--- src/rtl/zim_pkg.sv ---
// Package for the zone flag and incremental move block
package zim_pkg;
	localparam int POS_W = 24;
	localparam int ENTRY_W = 4;
	// APB register byte offsets
	localparam logic [7:0] OFF_CTRL = 8'h00;
	localparam logic [7:0] OFF_GZ_UP = 8'h04;
	localparam logic [7:0] OFF_GZ_LO = 8'h08;
	localparam logic [7:0] OFF_SOFT_UP = 8'h0C;
	localparam logic [7:0] OFF_SOFT_LO = 8'h10;
	localparam logic [7:0] OFF_TBL_IDX = 8'h14;
	localparam logic [7:0] OFF_TBL_POS = 8'h18;
	localparam logic [7:0] OFF_TBL_ZUP = 8'h1C;
	localparam logic [7:0] OFF_TBL_ZLO = 8'h20;
	localparam logic [7:0] OFF_TBL_FLG = 8'h24;
	localparam logic [7:0] OFF_ACT_POS = 8'h28;
	localparam logic [7:0] OFF_TARGET = 8'h2C;
	localparam logic [7:0] OFF_STATUS = 8'h30;
	localparam logic [7:0] OFF_IRQ_ST = 8'h34;
	localparam logic [7:0] OFF_IRQ_MSK = 8'h38;
	// Control register fields
	localparam int CTRL_PAT_LSB = 0;
	localparam int CTRL_PAT_W = 3;
	localparam int CTRL_SPAN_LSB = 4;
	localparam int CTRL_SPAN_W = 8;
	// Table flag fields
	localparam int FLG_REL = 0;
	localparam int FLG_PUSH = 1;
	// Status bits
	localparam int ST_COMPLETE = 0;
	localparam int ST_MOVING = 1;
	localparam int ST_GZONE = 2;
	localparam int ST_EZONE = 3;
	localparam int ST_PUSHING = 4;
	localparam int ST_AT_LIMIT = 5;
	// Interrupt event bits
	localparam int EV_COMPLETE = 0;
	localparam int EV_LIMIT = 1;
	localparam int EV_GZONE = 2;
	localparam int EV_EZONE = 3;
	localparam int EV_W = 4;
	// Reset values
	localparam logic [2:0] PAT_RESET = 3'h0;
	// I/O pattern codes that decide which region flags exist
	localparam logic [2:0] PAT_P0 = 3'h0;
	localparam logic [2:0] PAT_P2 = 3'h2;
	localparam logic [2:0] PAT_P4 = 3'h4;
	localparam logic [2:0] PAT_P5 = 3'h5;
	localparam logic [7:0] SPAN_RESET = 8'h01;
	localparam logic [23:0] SOFT_UP_RESET = 24'h7FFFFF;
	localparam logic [23:0] SOFT_LO_RESET = 24'h800000;
	// Control tick, 1 ms at 100 MHz
	localparam int CLK_HZ = 100_000_000;
	localparam int TICK_US = 1000;
	localparam int TICK_CYC = CLK_HZ / 1_000_000 * TICK_US;
	// Host settling time before start
	localparam int SETTLE_MS = 6;
	typedef enum logic [1:0] {
		ZIM_IDLE = 2'b00,
		ZIM_MOVE = 2'b01,
		ZIM_HOLD = 2'b10
	} zim_state_t;
endpackage : zim_pkg

--- src/rtl/zim_core.sv ---
// Zone flags and incremental move sequencing of a positioner axis
//
// Contract
// - Global region flag uses two global boundary settings, not the entry.
// - Entry region flag uses boundaries stored in the selected table entry.
// - Global flag in patterns 0,4,5; entry flag in 0,1,2,4,5 only.
// - Flag high while position within lower..upper inclusive, else low.
// - Start rising drops complete and raises moving, unless from standstill with the position already at the new target.
// - While start held, complete stays low even after motion ends.
// - Start from standstill to the position already reached drops complete, no moving.
// - Moving drops on arrival; complete rises in that cycle unless start still held.
// - Relative steps hitting soft limit stop there and assert complete.
// - Each entry has relative flag: 1 increment, 0 absolute.
// - Relative start from standstill: target = position plus increment.
// - Relative non-push start in ordinary move: old target plus increment.
// - Repeated relative starts in one move accumulate increments.
// - Relative non-push start in push move: push target plus increment.
// - Relative push start in a move: actual position plus increment.
`timescale 1ns/10ps
module zim_core
	import zim_pkg::*;
#(
	parameter int ENTRIES = 16,
	parameter int TICK_CYCLES = TICK_CYC
) (
	input wire logic pclk,
	input wire logic presetn,
	input wire logic clk_en,
	input wire logic psel,
	input wire logic penable,
	input wire logic pwrite,
	input wire logic [7:0] paddr,
	input wire logic [31:0] pwdata,
	output logic [31:0] prdata,
	output logic pready,
	output logic pslverr,
	input wire logic start_pin,
	input wire logic [ENTRY_W-1:0] entry_sel_pin,
	input wire logic [POS_W-1:0] actual_pos,
	output logic complete_out,
	output logic moving_out,
	output logic global_region_flag,
	output logic entry_region_flag,
	output logic [POS_W-1:0] target_out,
	output logic irq
);
	logic [ENTRY_W-1:0] sel_s1_reg, sel_s2_reg;
	logic start_s1_reg, start_s2_reg, start_d_reg;
	logic [2:0] pattern_reg;
	logic [7:0] span_reg;
	logic signed [POS_W-1:0] gz_up_reg, gz_lo_reg, soft_up_reg, soft_lo_reg;
	logic [ENTRY_W-1:0] tbl_idx_reg;
	logic signed [POS_W-1:0] tbl_pos [ENTRIES];
	logic signed [POS_W-1:0] tbl_zup [ENTRIES];
	logic signed [POS_W-1:0] tbl_zlo [ENTRIES];
	logic [1:0] tbl_flg [ENTRIES];
	logic [EV_W-1:0] irq_st_reg, irq_msk_reg, ev_next;
	logic [$clog2(TICK_CYCLES+1)-1:0] tick_cnt_reg;
	logic tick;
	zim_state_t state_reg;
	logic signed [POS_W-1:0] target_reg, push_tgt_reg, new_tgt;
	logic signed [POS_W:0] sum_wide;
	logic entry_push_reg, at_limit_reg;
	logic start_rise;
	logic signed [POS_W-1:0] pos_s, e_pos, e_zup, e_zlo;
	logic e_rel, e_push, arrived, in_band, gz_raw, ez_raw, gz_ok, ez_ok;
	logic acc, wr, rd;
	logic signed [POS_W-1:0] span_s;
	logic signed [POS_W:0] band_lo, band_hi;

	assign acc = psel & penable & clk_en;
	assign wr = acc & pwrite;
	assign rd = acc & ~pwrite;
	assign pos_s = signed'(actual_pos);

	// Pins come from the host, so two stages before use
	always_ff @(posedge pclk or negedge presetn) begin
		if (!presetn) begin
			sel_s1_reg <= '0;
			sel_s2_reg <= '0;
			start_s1_reg <= 1'b0;
			start_s2_reg <= 1'b0;
			start_d_reg <= 1'b0;
		end else if (clk_en) begin
			sel_s1_reg <= entry_sel_pin;
			sel_s2_reg <= sel_s1_reg;
			start_s1_reg <= start_pin;
			start_s2_reg <= start_s1_reg;
			start_d_reg <= start_s2_reg;
		end
	end
	// Entry select is trusted stable by host settling time
	assign start_rise = start_s2_reg & ~start_d_reg;

	always_ff @(posedge pclk or negedge presetn) begin
		if (!presetn) begin
			tick_cnt_reg <= '0;
		end else if (clk_en) begin
			if (tick)
				tick_cnt_reg <= '0;
			else
				tick_cnt_reg <= tick_cnt_reg + 1'b1;
		end
	end
	assign tick = (tick_cnt_reg == ($clog2(TICK_CYCLES+1))'(TICK_CYCLES-1));

	// Configuration registers
	always_ff @(posedge pclk or negedge presetn) begin
		if (!presetn) begin
			pattern_reg <= PAT_RESET;
			span_reg <= SPAN_RESET;
			gz_up_reg <= '0;
			gz_lo_reg <= '0;
			soft_up_reg <= SOFT_UP_RESET;
			soft_lo_reg <= SOFT_LO_RESET;
			tbl_idx_reg <= '0;
			irq_msk_reg <= '0;
		end else if (wr) begin
			case (paddr)
				OFF_CTRL: begin
					pattern_reg <= pwdata[CTRL_PAT_LSB +: CTRL_PAT_W];
					span_reg <= pwdata[CTRL_SPAN_LSB +: CTRL_SPAN_W];
				end
				OFF_GZ_UP: gz_up_reg <= pwdata[POS_W-1:0];
				OFF_GZ_LO: gz_lo_reg <= pwdata[POS_W-1:0];
				OFF_SOFT_UP: soft_up_reg <= pwdata[POS_W-1:0];
				OFF_SOFT_LO: soft_lo_reg <= pwdata[POS_W-1:0];
				OFF_TBL_IDX: tbl_idx_reg <= pwdata[ENTRY_W-1:0];
				OFF_IRQ_MSK: irq_msk_reg <= pwdata[EV_W-1:0];
				default: ;
			endcase
		end
	end

	// Table storage has no reset; software loads it before use
	always_ff @(posedge pclk) begin
		if (wr) begin
			case (paddr)
				OFF_TBL_POS: tbl_pos[tbl_idx_reg] <= pwdata[POS_W-1:0];
				OFF_TBL_ZUP: tbl_zup[tbl_idx_reg] <= pwdata[POS_W-1:0];
				OFF_TBL_ZLO: tbl_zlo[tbl_idx_reg] <= pwdata[POS_W-1:0];
				OFF_TBL_FLG: tbl_flg[tbl_idx_reg] <= pwdata[1:0];
				default: ;
			endcase
		end
	end

	assign e_pos = tbl_pos[sel_s2_reg];
	assign e_rel = tbl_flg[sel_s2_reg][FLG_REL];
	assign e_push = tbl_flg[sel_s2_reg][FLG_PUSH];

	// Target arithmetic for a new start
	always_comb begin
		new_tgt = e_pos;
		sum_wide = '0;
		if (e_rel) begin
			if (e_push)
				sum_wide = pos_s + e_pos;
			else if (state_reg == ZIM_MOVE && entry_push_reg)
				sum_wide = push_tgt_reg + e_pos;
			else if (state_reg == ZIM_MOVE)
				sum_wide = target_reg + e_pos;
			else
				sum_wide = pos_s + e_pos;
			new_tgt = sum_wide[POS_W-1:0];
		end
		// Clamp to soft stroke limits
		if (new_tgt > soft_up_reg)
			new_tgt = soft_up_reg;
		else if (new_tgt < soft_lo_reg)
			new_tgt = soft_lo_reg;
	end

	// Span zero-extended and made signed, band bounds one bit wider, so negative targets and the
	// stroke ends neither flip the compare to unsigned nor wrap
	assign span_s = signed'({{(POS_W-CTRL_SPAN_W){1'b0}}, span_reg});
	assign band_lo = target_reg - span_s;
	assign band_hi = target_reg + span_s;
	assign in_band = (pos_s >= band_lo) && (pos_s <= band_hi);
	assign arrived = in_band
		|| (at_limit_reg && (pos_s >= soft_up_reg || pos_s <= soft_lo_reg));

	// Motion sequencing
	always_ff @(posedge pclk or negedge presetn) begin
		if (!presetn) begin
			state_reg <= ZIM_IDLE;
			target_reg <= '0;
			push_tgt_reg <= '0;
			entry_push_reg <= 1'b0;
			at_limit_reg <= 1'b0;
			complete_out <= 1'b0;
			moving_out <= 1'b0;
		end else if (clk_en) begin
			if (start_rise) begin
				target_reg <= new_tgt;
				// Keep the push move's target for a later relative start
				entry_push_reg <= e_push;
				push_tgt_reg <= new_tgt;
				at_limit_reg <= (new_tgt == soft_up_reg)
					|| (new_tgt == soft_lo_reg);
				complete_out <= 1'b0;
				if (pos_s == new_tgt && state_reg != ZIM_MOVE) begin
					moving_out <= 1'b0;
					state_reg <= ZIM_HOLD;
				end else begin
					moving_out <= 1'b1;
					state_reg <= ZIM_MOVE;
				end
			end else begin
				case (state_reg)
					ZIM_MOVE: begin
						if (arrived) begin
							moving_out <= 1'b0;
							state_reg <= ZIM_HOLD;
							complete_out <= ~start_s2_reg;
							if (start_s2_reg)
								state_reg <= ZIM_HOLD;
						end
					end
					ZIM_HOLD: begin
						// Start still held keeps complete low
						if (!start_s2_reg && !complete_out) begin
							complete_out <= 1'b1;
							state_reg <= ZIM_IDLE;
						end
					end
					ZIM_IDLE: ;
					default: state_reg <= ZIM_IDLE;
				endcase
			end
		end
	end

	assign gz_raw = (pos_s >= gz_lo_reg) && (pos_s <= gz_up_reg);
	assign e_zup = tbl_zup[sel_s2_reg];
	assign e_zlo = tbl_zlo[sel_s2_reg];
	assign ez_raw = (pos_s >= e_zlo) && (pos_s <= e_zup);
	assign gz_ok = (pattern_reg == PAT_P0) || (pattern_reg == PAT_P4)
		|| (pattern_reg == PAT_P5);
	assign ez_ok = (pattern_reg <= PAT_P2) || (pattern_reg == PAT_P4)
		|| (pattern_reg == PAT_P5);

	always_ff @(posedge pclk or negedge presetn) begin
		if (!presetn) begin
			global_region_flag <= 1'b0;
			entry_region_flag <= 1'b0;
		end else if (clk_en && tick) begin
			global_region_flag <= gz_raw & gz_ok;
			entry_region_flag <= ez_raw & ez_ok;
		end
	end

	always_ff @(posedge pclk or negedge presetn) begin
		if (!presetn)
			target_out <= '0;
		else if (clk_en)
			target_out <= target_reg;
	end

	// Sticky events; a new event wins over a write-one clear
	always_comb begin
		ev_next = '0;
		ev_next[EV_COMPLETE] = 1'b0;
		ev_next[EV_LIMIT] = 1'b0;
		if (clk_en && state_reg == ZIM_MOVE && arrived && !start_rise) begin
			ev_next[EV_COMPLETE] = ~start_s2_reg;
			ev_next[EV_LIMIT] = at_limit_reg;
		end
		// Completion after a held start is released counts as well
		if (clk_en && state_reg == ZIM_HOLD && !start_rise && !start_s2_reg
			&& !complete_out)
			ev_next[EV_COMPLETE] = 1'b1;
		ev_next[EV_GZONE] = clk_en & tick & gz_raw & gz_ok
			& ~global_region_flag;
		ev_next[EV_EZONE] = clk_en & tick & ez_raw & ez_ok
			& ~entry_region_flag;
	end

	always_ff @(posedge pclk or negedge presetn) begin
		if (!presetn)
			irq_st_reg <= '0;
		else if (wr && paddr == OFF_IRQ_ST)
			irq_st_reg <= (irq_st_reg & ~pwdata[EV_W-1:0]) | ev_next;
		else
			irq_st_reg <= irq_st_reg | ev_next;
	end

	always_ff @(posedge pclk or negedge presetn) begin
		if (!presetn)
			irq <= 1'b0;
		else
			irq <= |(irq_st_reg & irq_msk_reg);
	end

	// APB read, zero wait states; unmapped offsets answer with an error
	always_ff @(posedge pclk or negedge presetn) begin
		if (!presetn) begin
			prdata <= '0;
			pready <= 1'b0;
			pslverr <= 1'b0;
		end else begin
			pready <= psel & ~penable & clk_en;
			pslverr <= 1'b0;
			if (psel & ~penable & clk_en) begin
				prdata <= '0;
				case (paddr)
					OFF_CTRL: begin
						prdata[CTRL_PAT_LSB +: CTRL_PAT_W] <= pattern_reg;
						prdata[CTRL_SPAN_LSB +: CTRL_SPAN_W] <= span_reg;
					end
					OFF_GZ_UP: prdata[POS_W-1:0] <= gz_up_reg;
					OFF_GZ_LO: prdata[POS_W-1:0] <= gz_lo_reg;
					OFF_SOFT_UP: prdata[POS_W-1:0] <= soft_up_reg;
					OFF_SOFT_LO: prdata[POS_W-1:0] <= soft_lo_reg;
					OFF_TBL_IDX: prdata[ENTRY_W-1:0] <= tbl_idx_reg;
					OFF_TBL_POS: prdata[POS_W-1:0] <= tbl_pos[tbl_idx_reg];
					OFF_TBL_ZUP: prdata[POS_W-1:0] <= tbl_zup[tbl_idx_reg];
					OFF_TBL_ZLO: prdata[POS_W-1:0] <= tbl_zlo[tbl_idx_reg];
					OFF_TBL_FLG: prdata[1:0] <= tbl_flg[tbl_idx_reg];
					OFF_ACT_POS: prdata[POS_W-1:0] <= actual_pos;
					OFF_TARGET: prdata[POS_W-1:0] <= target_reg;
					OFF_STATUS: begin
						prdata[ST_COMPLETE] <= complete_out;
						prdata[ST_MOVING] <= moving_out;
						prdata[ST_GZONE] <= global_region_flag;
						prdata[ST_EZONE] <= entry_region_flag;
						prdata[ST_PUSHING] <= entry_push_reg;
						prdata[ST_AT_LIMIT] <= at_limit_reg;
					end
					OFF_IRQ_ST: prdata[EV_W-1:0] <= irq_st_reg;
					OFF_IRQ_MSK: prdata[EV_W-1:0] <= irq_msk_reg;
					default: pslverr <= 1'b1;
				endcase
			end
		end
	end

	a_start_drops_done: assert property (@(posedge pclk) disable iff (!presetn)
		clk_en && start_rise |=> !complete_out)
		else $error("complete not dropped on start");
	a_done_not_moving: assert property (@(posedge pclk) disable iff (!presetn)
		complete_out |-> !moving_out)
		else $error("moving high with complete");
	a_hold_keeps_low: assert property (@(posedge pclk) disable iff (!presetn)
		start_s2_reg && start_d_reg && !complete_out ##1 start_d_reg
		|-> !complete_out)
		else $error("complete rose while start held");
	a_gzone_pattern: assert property (@(posedge pclk) disable iff (!presetn)
		clk_en && tick && !gz_ok |=> !global_region_flag)
		else $error("global flag in wrong pattern");
	a_ezone_pattern: assert property (@(posedge pclk) disable iff (!presetn)
		clk_en && tick && !ez_ok |=> !entry_region_flag)
		else $error("entry flag in wrong pattern");
	a_gzone_range: assert property (@(posedge pclk) disable iff (!presetn)
		clk_en && tick && gz_ok && gz_raw |=> global_region_flag)
		else $error("global flag missed range");
	a_ezone_range: assert property (@(posedge pclk) disable iff (!presetn)
		clk_en && tick && ez_ok && !ez_raw |=> !entry_region_flag)
		else $error("entry flag outside range");
	a_target_limit: assert property (@(posedge pclk) disable iff (!presetn)
		target_reg <= soft_up_reg && target_reg >= soft_lo_reg)
		else $error("target beyond soft limit");
	a_same_no_move: assert property (@(posedge pclk) disable iff (!presetn)
		clk_en && start_rise && state_reg != ZIM_MOVE && pos_s == new_tgt
		|=> !moving_out)
		else $error("moving raised for same position");
	a_rel_accumulate: assert property (@(posedge pclk) disable iff (!presetn)
		clk_en && start_rise && e_rel && !e_push && state_reg == ZIM_MOVE
		&& !entry_push_reg && !(new_tgt == soft_up_reg)
		&& !(new_tgt == soft_lo_reg)
		|=> target_reg == $past(target_reg) + $past(e_pos))
		else $error("relative target not accumulated");
endmodule : zim_core

--- config.mk ---
export PLATFORM = sky130hd
export DESIGN_NAME = zim_core
export DESIGN_NICKNAME = d
export VERILOG_FILES = /design/src/rtl/zim_pkg.sv /design/src/rtl/zim_core.sv
export SDC_FILE = /design/constraint.sdc
export NUM_CORES = 2
export LEC_CHECK = 0
export ABC_AREA = 1
export BUFFER_PORTS_ARGS = -buffer_cell sky130_fd_sc_hd__buf_2
export CORE_MARGIN = 2
export CORE_UTILIZATION = 56
export DETAILED_ROUTE_END_ITERATION = 7
export MAX_ROUTING_LAYER = met4
export PLACE_DENSITY = 0.7
export SLEW_MARGIN = 20
export SYNTH_ARGS = -nofsm -noshare
export SYNTH_HDL_FRONTEND = slang
export SYNTH_SLANG_ARGS = --single-unit
export TNS_END_PERCENT = 5
--- constraint.sdc ---
create_clock -name pclk -period 8 [get_ports pclk]
set_input_delay 1.2 -clock pclk [delete_from_list [all_inputs] [get_ports pclk]]
set_output_delay 1.2 -clock pclk [all_outputs]
set_load 0.02 [all_outputs]
==> summary.md <==
| Metric | Value |
|---|---|
| Status | `completed` |
| Power Dens Cells | `259.4 mW/mm²` |
| Core Util, Final | `0.6255` |
| Syn-to-layout area delta | `10.55%` |
| Highest clock rate | `around 130 MHz` |
| DRT antenna net count | `0` |
| HP Class | `input pin to asynchronous set/reset pin` |
| Final-report hold violation count | `0` |
| Critical path's top delay family | `simple AND/OR/NAND/NOR gates` |
| Setup repair bufs after CTS | `0` |
| Die H | `371.9 µm` |
| Ports | `~140` |
| Area leader, netlist | `edfxtp_1` |
| Die area | `roughly 0.14 mm²` |
| GP Congestion | `around 1.1` |
| Met3 WL post-DR | `40460 µm` |
| Ys async rst share | `0.1627` |
| Yosys cell types | `63` |
| Port Buffer Count | `121` |
| Max-slew headroom | `0.08568` |
| Max_cap viols | `0` |
| Area of the multi-input gates | `0.03127 mm²` |
| Crit path capture type | `register` |
| Synth Cell Area | `approximately 0.076 mm²` |
| Ys flop type | `edfxtp_1` |
| Share of the synthesized area in the top cell type | `0.4691` |
| Pins Over Slew Limit | `0` |
| Setup TNS | `0 ns` |
| Nets | `8125` |
| Top post-synthesis cells by area | `edfxtp_1 47%, dfrtp_1 6.8%, nand2_1 6.8%` |
| Clock Latency Late Sink | `~0.83 ns` |
| FF+latch count, synth | `1414` |
| Kind of critical path | `register to register` |
| Via density | `approximately 7` |
| Filler cells | `about 11000` |
| Worst-margin pin slew | `1.371 ns` |
| Clock tree sinks | `1414` |
| Fin crit period | `7.709 ns` |
| CP bufs+invs | `5` |
| DR iter-0 viols | `roughly 11000` |
| Core Region | `0.1340 mm²` |
| Top-count cell post-synth | `nand2_1` |
| Leakage dissipation | `30.48 nW` |
| TritonCTS Buffers | `152` |
| Period utilization | `0.9636` |
| Clock Path Buffers | `3` |
| First-pass GRT wire length | `415300 µm` |
| Cts hold-fix bufs | `0` |
| WL met1 | `104100 µm` |
| Die Wd | `371.9 µm` |
| VDD IR max | `between 0.2 and 0.25 mV` |
| CTS tree | `yes` |
| Routed WL | `just under 300000 µm` |
| Total gr overflow | `0` |
| Unrepaired setup endpoints after global routing | `false` |
| Crit path largest cell delay | `0.61 ns` |
| Finish-stage setup viols | `0` |
| HPWL Detailed | `roughly 180000 µm` |
| Number of synthesized flops with an enable pin | `1184` |
| Clock transition at path regs | `roughly 0.070 ns` |
| Top cells by count, synth | `1366 x nand2_1, 1184 x edfxtp_1, 842 x o21ai_0` |
| Cell seen most often among critical-path stages | `nand2_1` |
| WP data required | `8.76 ns` |
| Critical path's slowest cell | `dfrtp_4` |
| CTS HTree Levels | `4` |
| CTS Root Cell | `clkbuf_16` |
| Crit path launch type | `register` |
| Row cnt | `roughly 130` |
| Worst-path maximum fanout | `140` |
| Cts repair resizes | `0` |
| Clock skew | `between 0.04 and 0.05 ns` |
| Reg area | `0.04136 mm²` |
| Initial Utilization | `0.5658` |
| DRT Pass-1 Iters | `8` |
| Via count | `66561` |
| Drt wl/cell | `30.36 µm` |
| Detail Route met2 WL | `126400 µm` |
| Top sig layer | `met4` |
| Antenna violations before repair | `20` |
| GR Util All Layers | `0.4289` |
| WP data arrival | `8.47 ns` |
| Avg Inst Size Synth | `slightly below 10 µm²` |
| Pin count of the biggest net entering global routing | `202` |
| Layout cells sized above 1 | `0.08779` |
| Ys Warns | `0` |
| DRC | `0` |
| Register area share after synthesis | `0.5454` |
| Top flop regs | `tbl_pos (384), tbl_zlo (384), tbl_zup (384)` |
| Vias in the first global route | `61547` |
| Synth Instances | `7773` |
## where the power goes
| part | total, W | switching (W) | internal [W] |
|---|---|---|---|
| sequential | 0.00841 | 0.000276 | 0.00813 |
| combinational | 0.00646 | 0.00452 | 0.00194 |
| clock | 0.00687 | 0.00309 | 0.00378 |
| total | 0.0217 | 0.00788 | 0.0139 |
## metrics by stage
step	instances	area [µm²]	power, W	hold WS (ns)	setup slack (ns)
6_report	9644	83790	0.02174	0.3647	0.2913
5_1_grt	9643	83790	0.02259	0.4489	0.03070
4_1_cts	9619	83550	0.02152	0.4461	0.6073
3_5_place_dp	9347	78770	0.01477	0.4530	0.5939
3_3_place_gp	9343	78670	0.01468	0.4504	0.6551
2_1_floorplan	7780	75820	0.01250	0.4422	2.088
## worst reg2reg max path: cells and delay by family (launching register included)
family                     cells  cell delay (ns)
adders and majority gates      2             0.87
buffers and inverters          5             1.19
and+or+nand+nor               22             3.79
DFF                            1             0.61
AOI/OAI and AO/OA              7             1.24
## final timing paths
kind	startpoint	to	slack, ns	depth (start not counted)
worst min-delay path	presetn	target_out[23]	0.36	1
max in group asynchronous	presetn	sel_s2_reg[3]	6.23	2
worst max register to register	sel_s2_reg[0]	at_limit_reg	0.29	36
min in group pclk	target_out[10]	target_out[10]	0.46	2
worst min register to register	target_out[10]	target_out[10]	0.46	2
worst max-delay path	sel_s2_reg[0]	at_limit_reg	0.29	36
## cells by family (layout without fill, tap and decap cells)
family | count (synthesis) | after routing | share of synthesized area
other | 1 | 24 | 0.00004947
AND/OR/NAND/NOR | 2745 | 2745 | 0.1496
AO/OA/AOI/OAI | 2307 | 2307 | 0.1979
buffers and inverters | 931 | 1011 | 0.04807
XOR/XNOR | 67 | 67 | 0.007742
adder cells (fa/ha/maj) | 308 | 308 | 0.05124
flip-flops | 1414 | 1414 | 0.5454
## cell type report
type,instances,share of cell area
antenna,16,0.0004778
clock buffer,182,0.04709
clock inverter,90,0.009930
inverter,429,0.01978
multi-input combinational,5435,0.3732
sequential,1414,0.4935
tap,1768,0.02640
timing repair buffer,310,0.02957
## per-layer routing
metal	up-vias	global-route usage
met2	5246	0.6142
met4	0	0.2716
met5	-	-
met3	1087	0.1165
li1	28583	-
met1	31645	0.5392
## placed cells by master, fill, tap and decap left out, types with 19 or more instances in the layout
master	count
nand2_1	1365
edfxtp_1	1184
o21ai_0	841
nor2_1	786
a22oi_1	588
inv_1	416
ha_1	304
nand3_1	293
o221ai_1	246
a21oi_1	208
dfrtp_1	201
buf_4	159
clkbuf_16	152
buf_2	118
o22ai_1	105
o211ai_1	87
nand4_1	80
xor2_1	57
nor2_4	54
a41oi_1	52
nor3_1	48
clkinv_1	37
nor4_1	35
nand2_2	34
a21boi_0	33
a221oi_1	29
clkbuf_1	27
buf_12	27
clkinv_2	25
dfstp_2	25
nand3_2	21
a211oi_1	19
No activity file was read; power rests on OpenSTA's default activity.
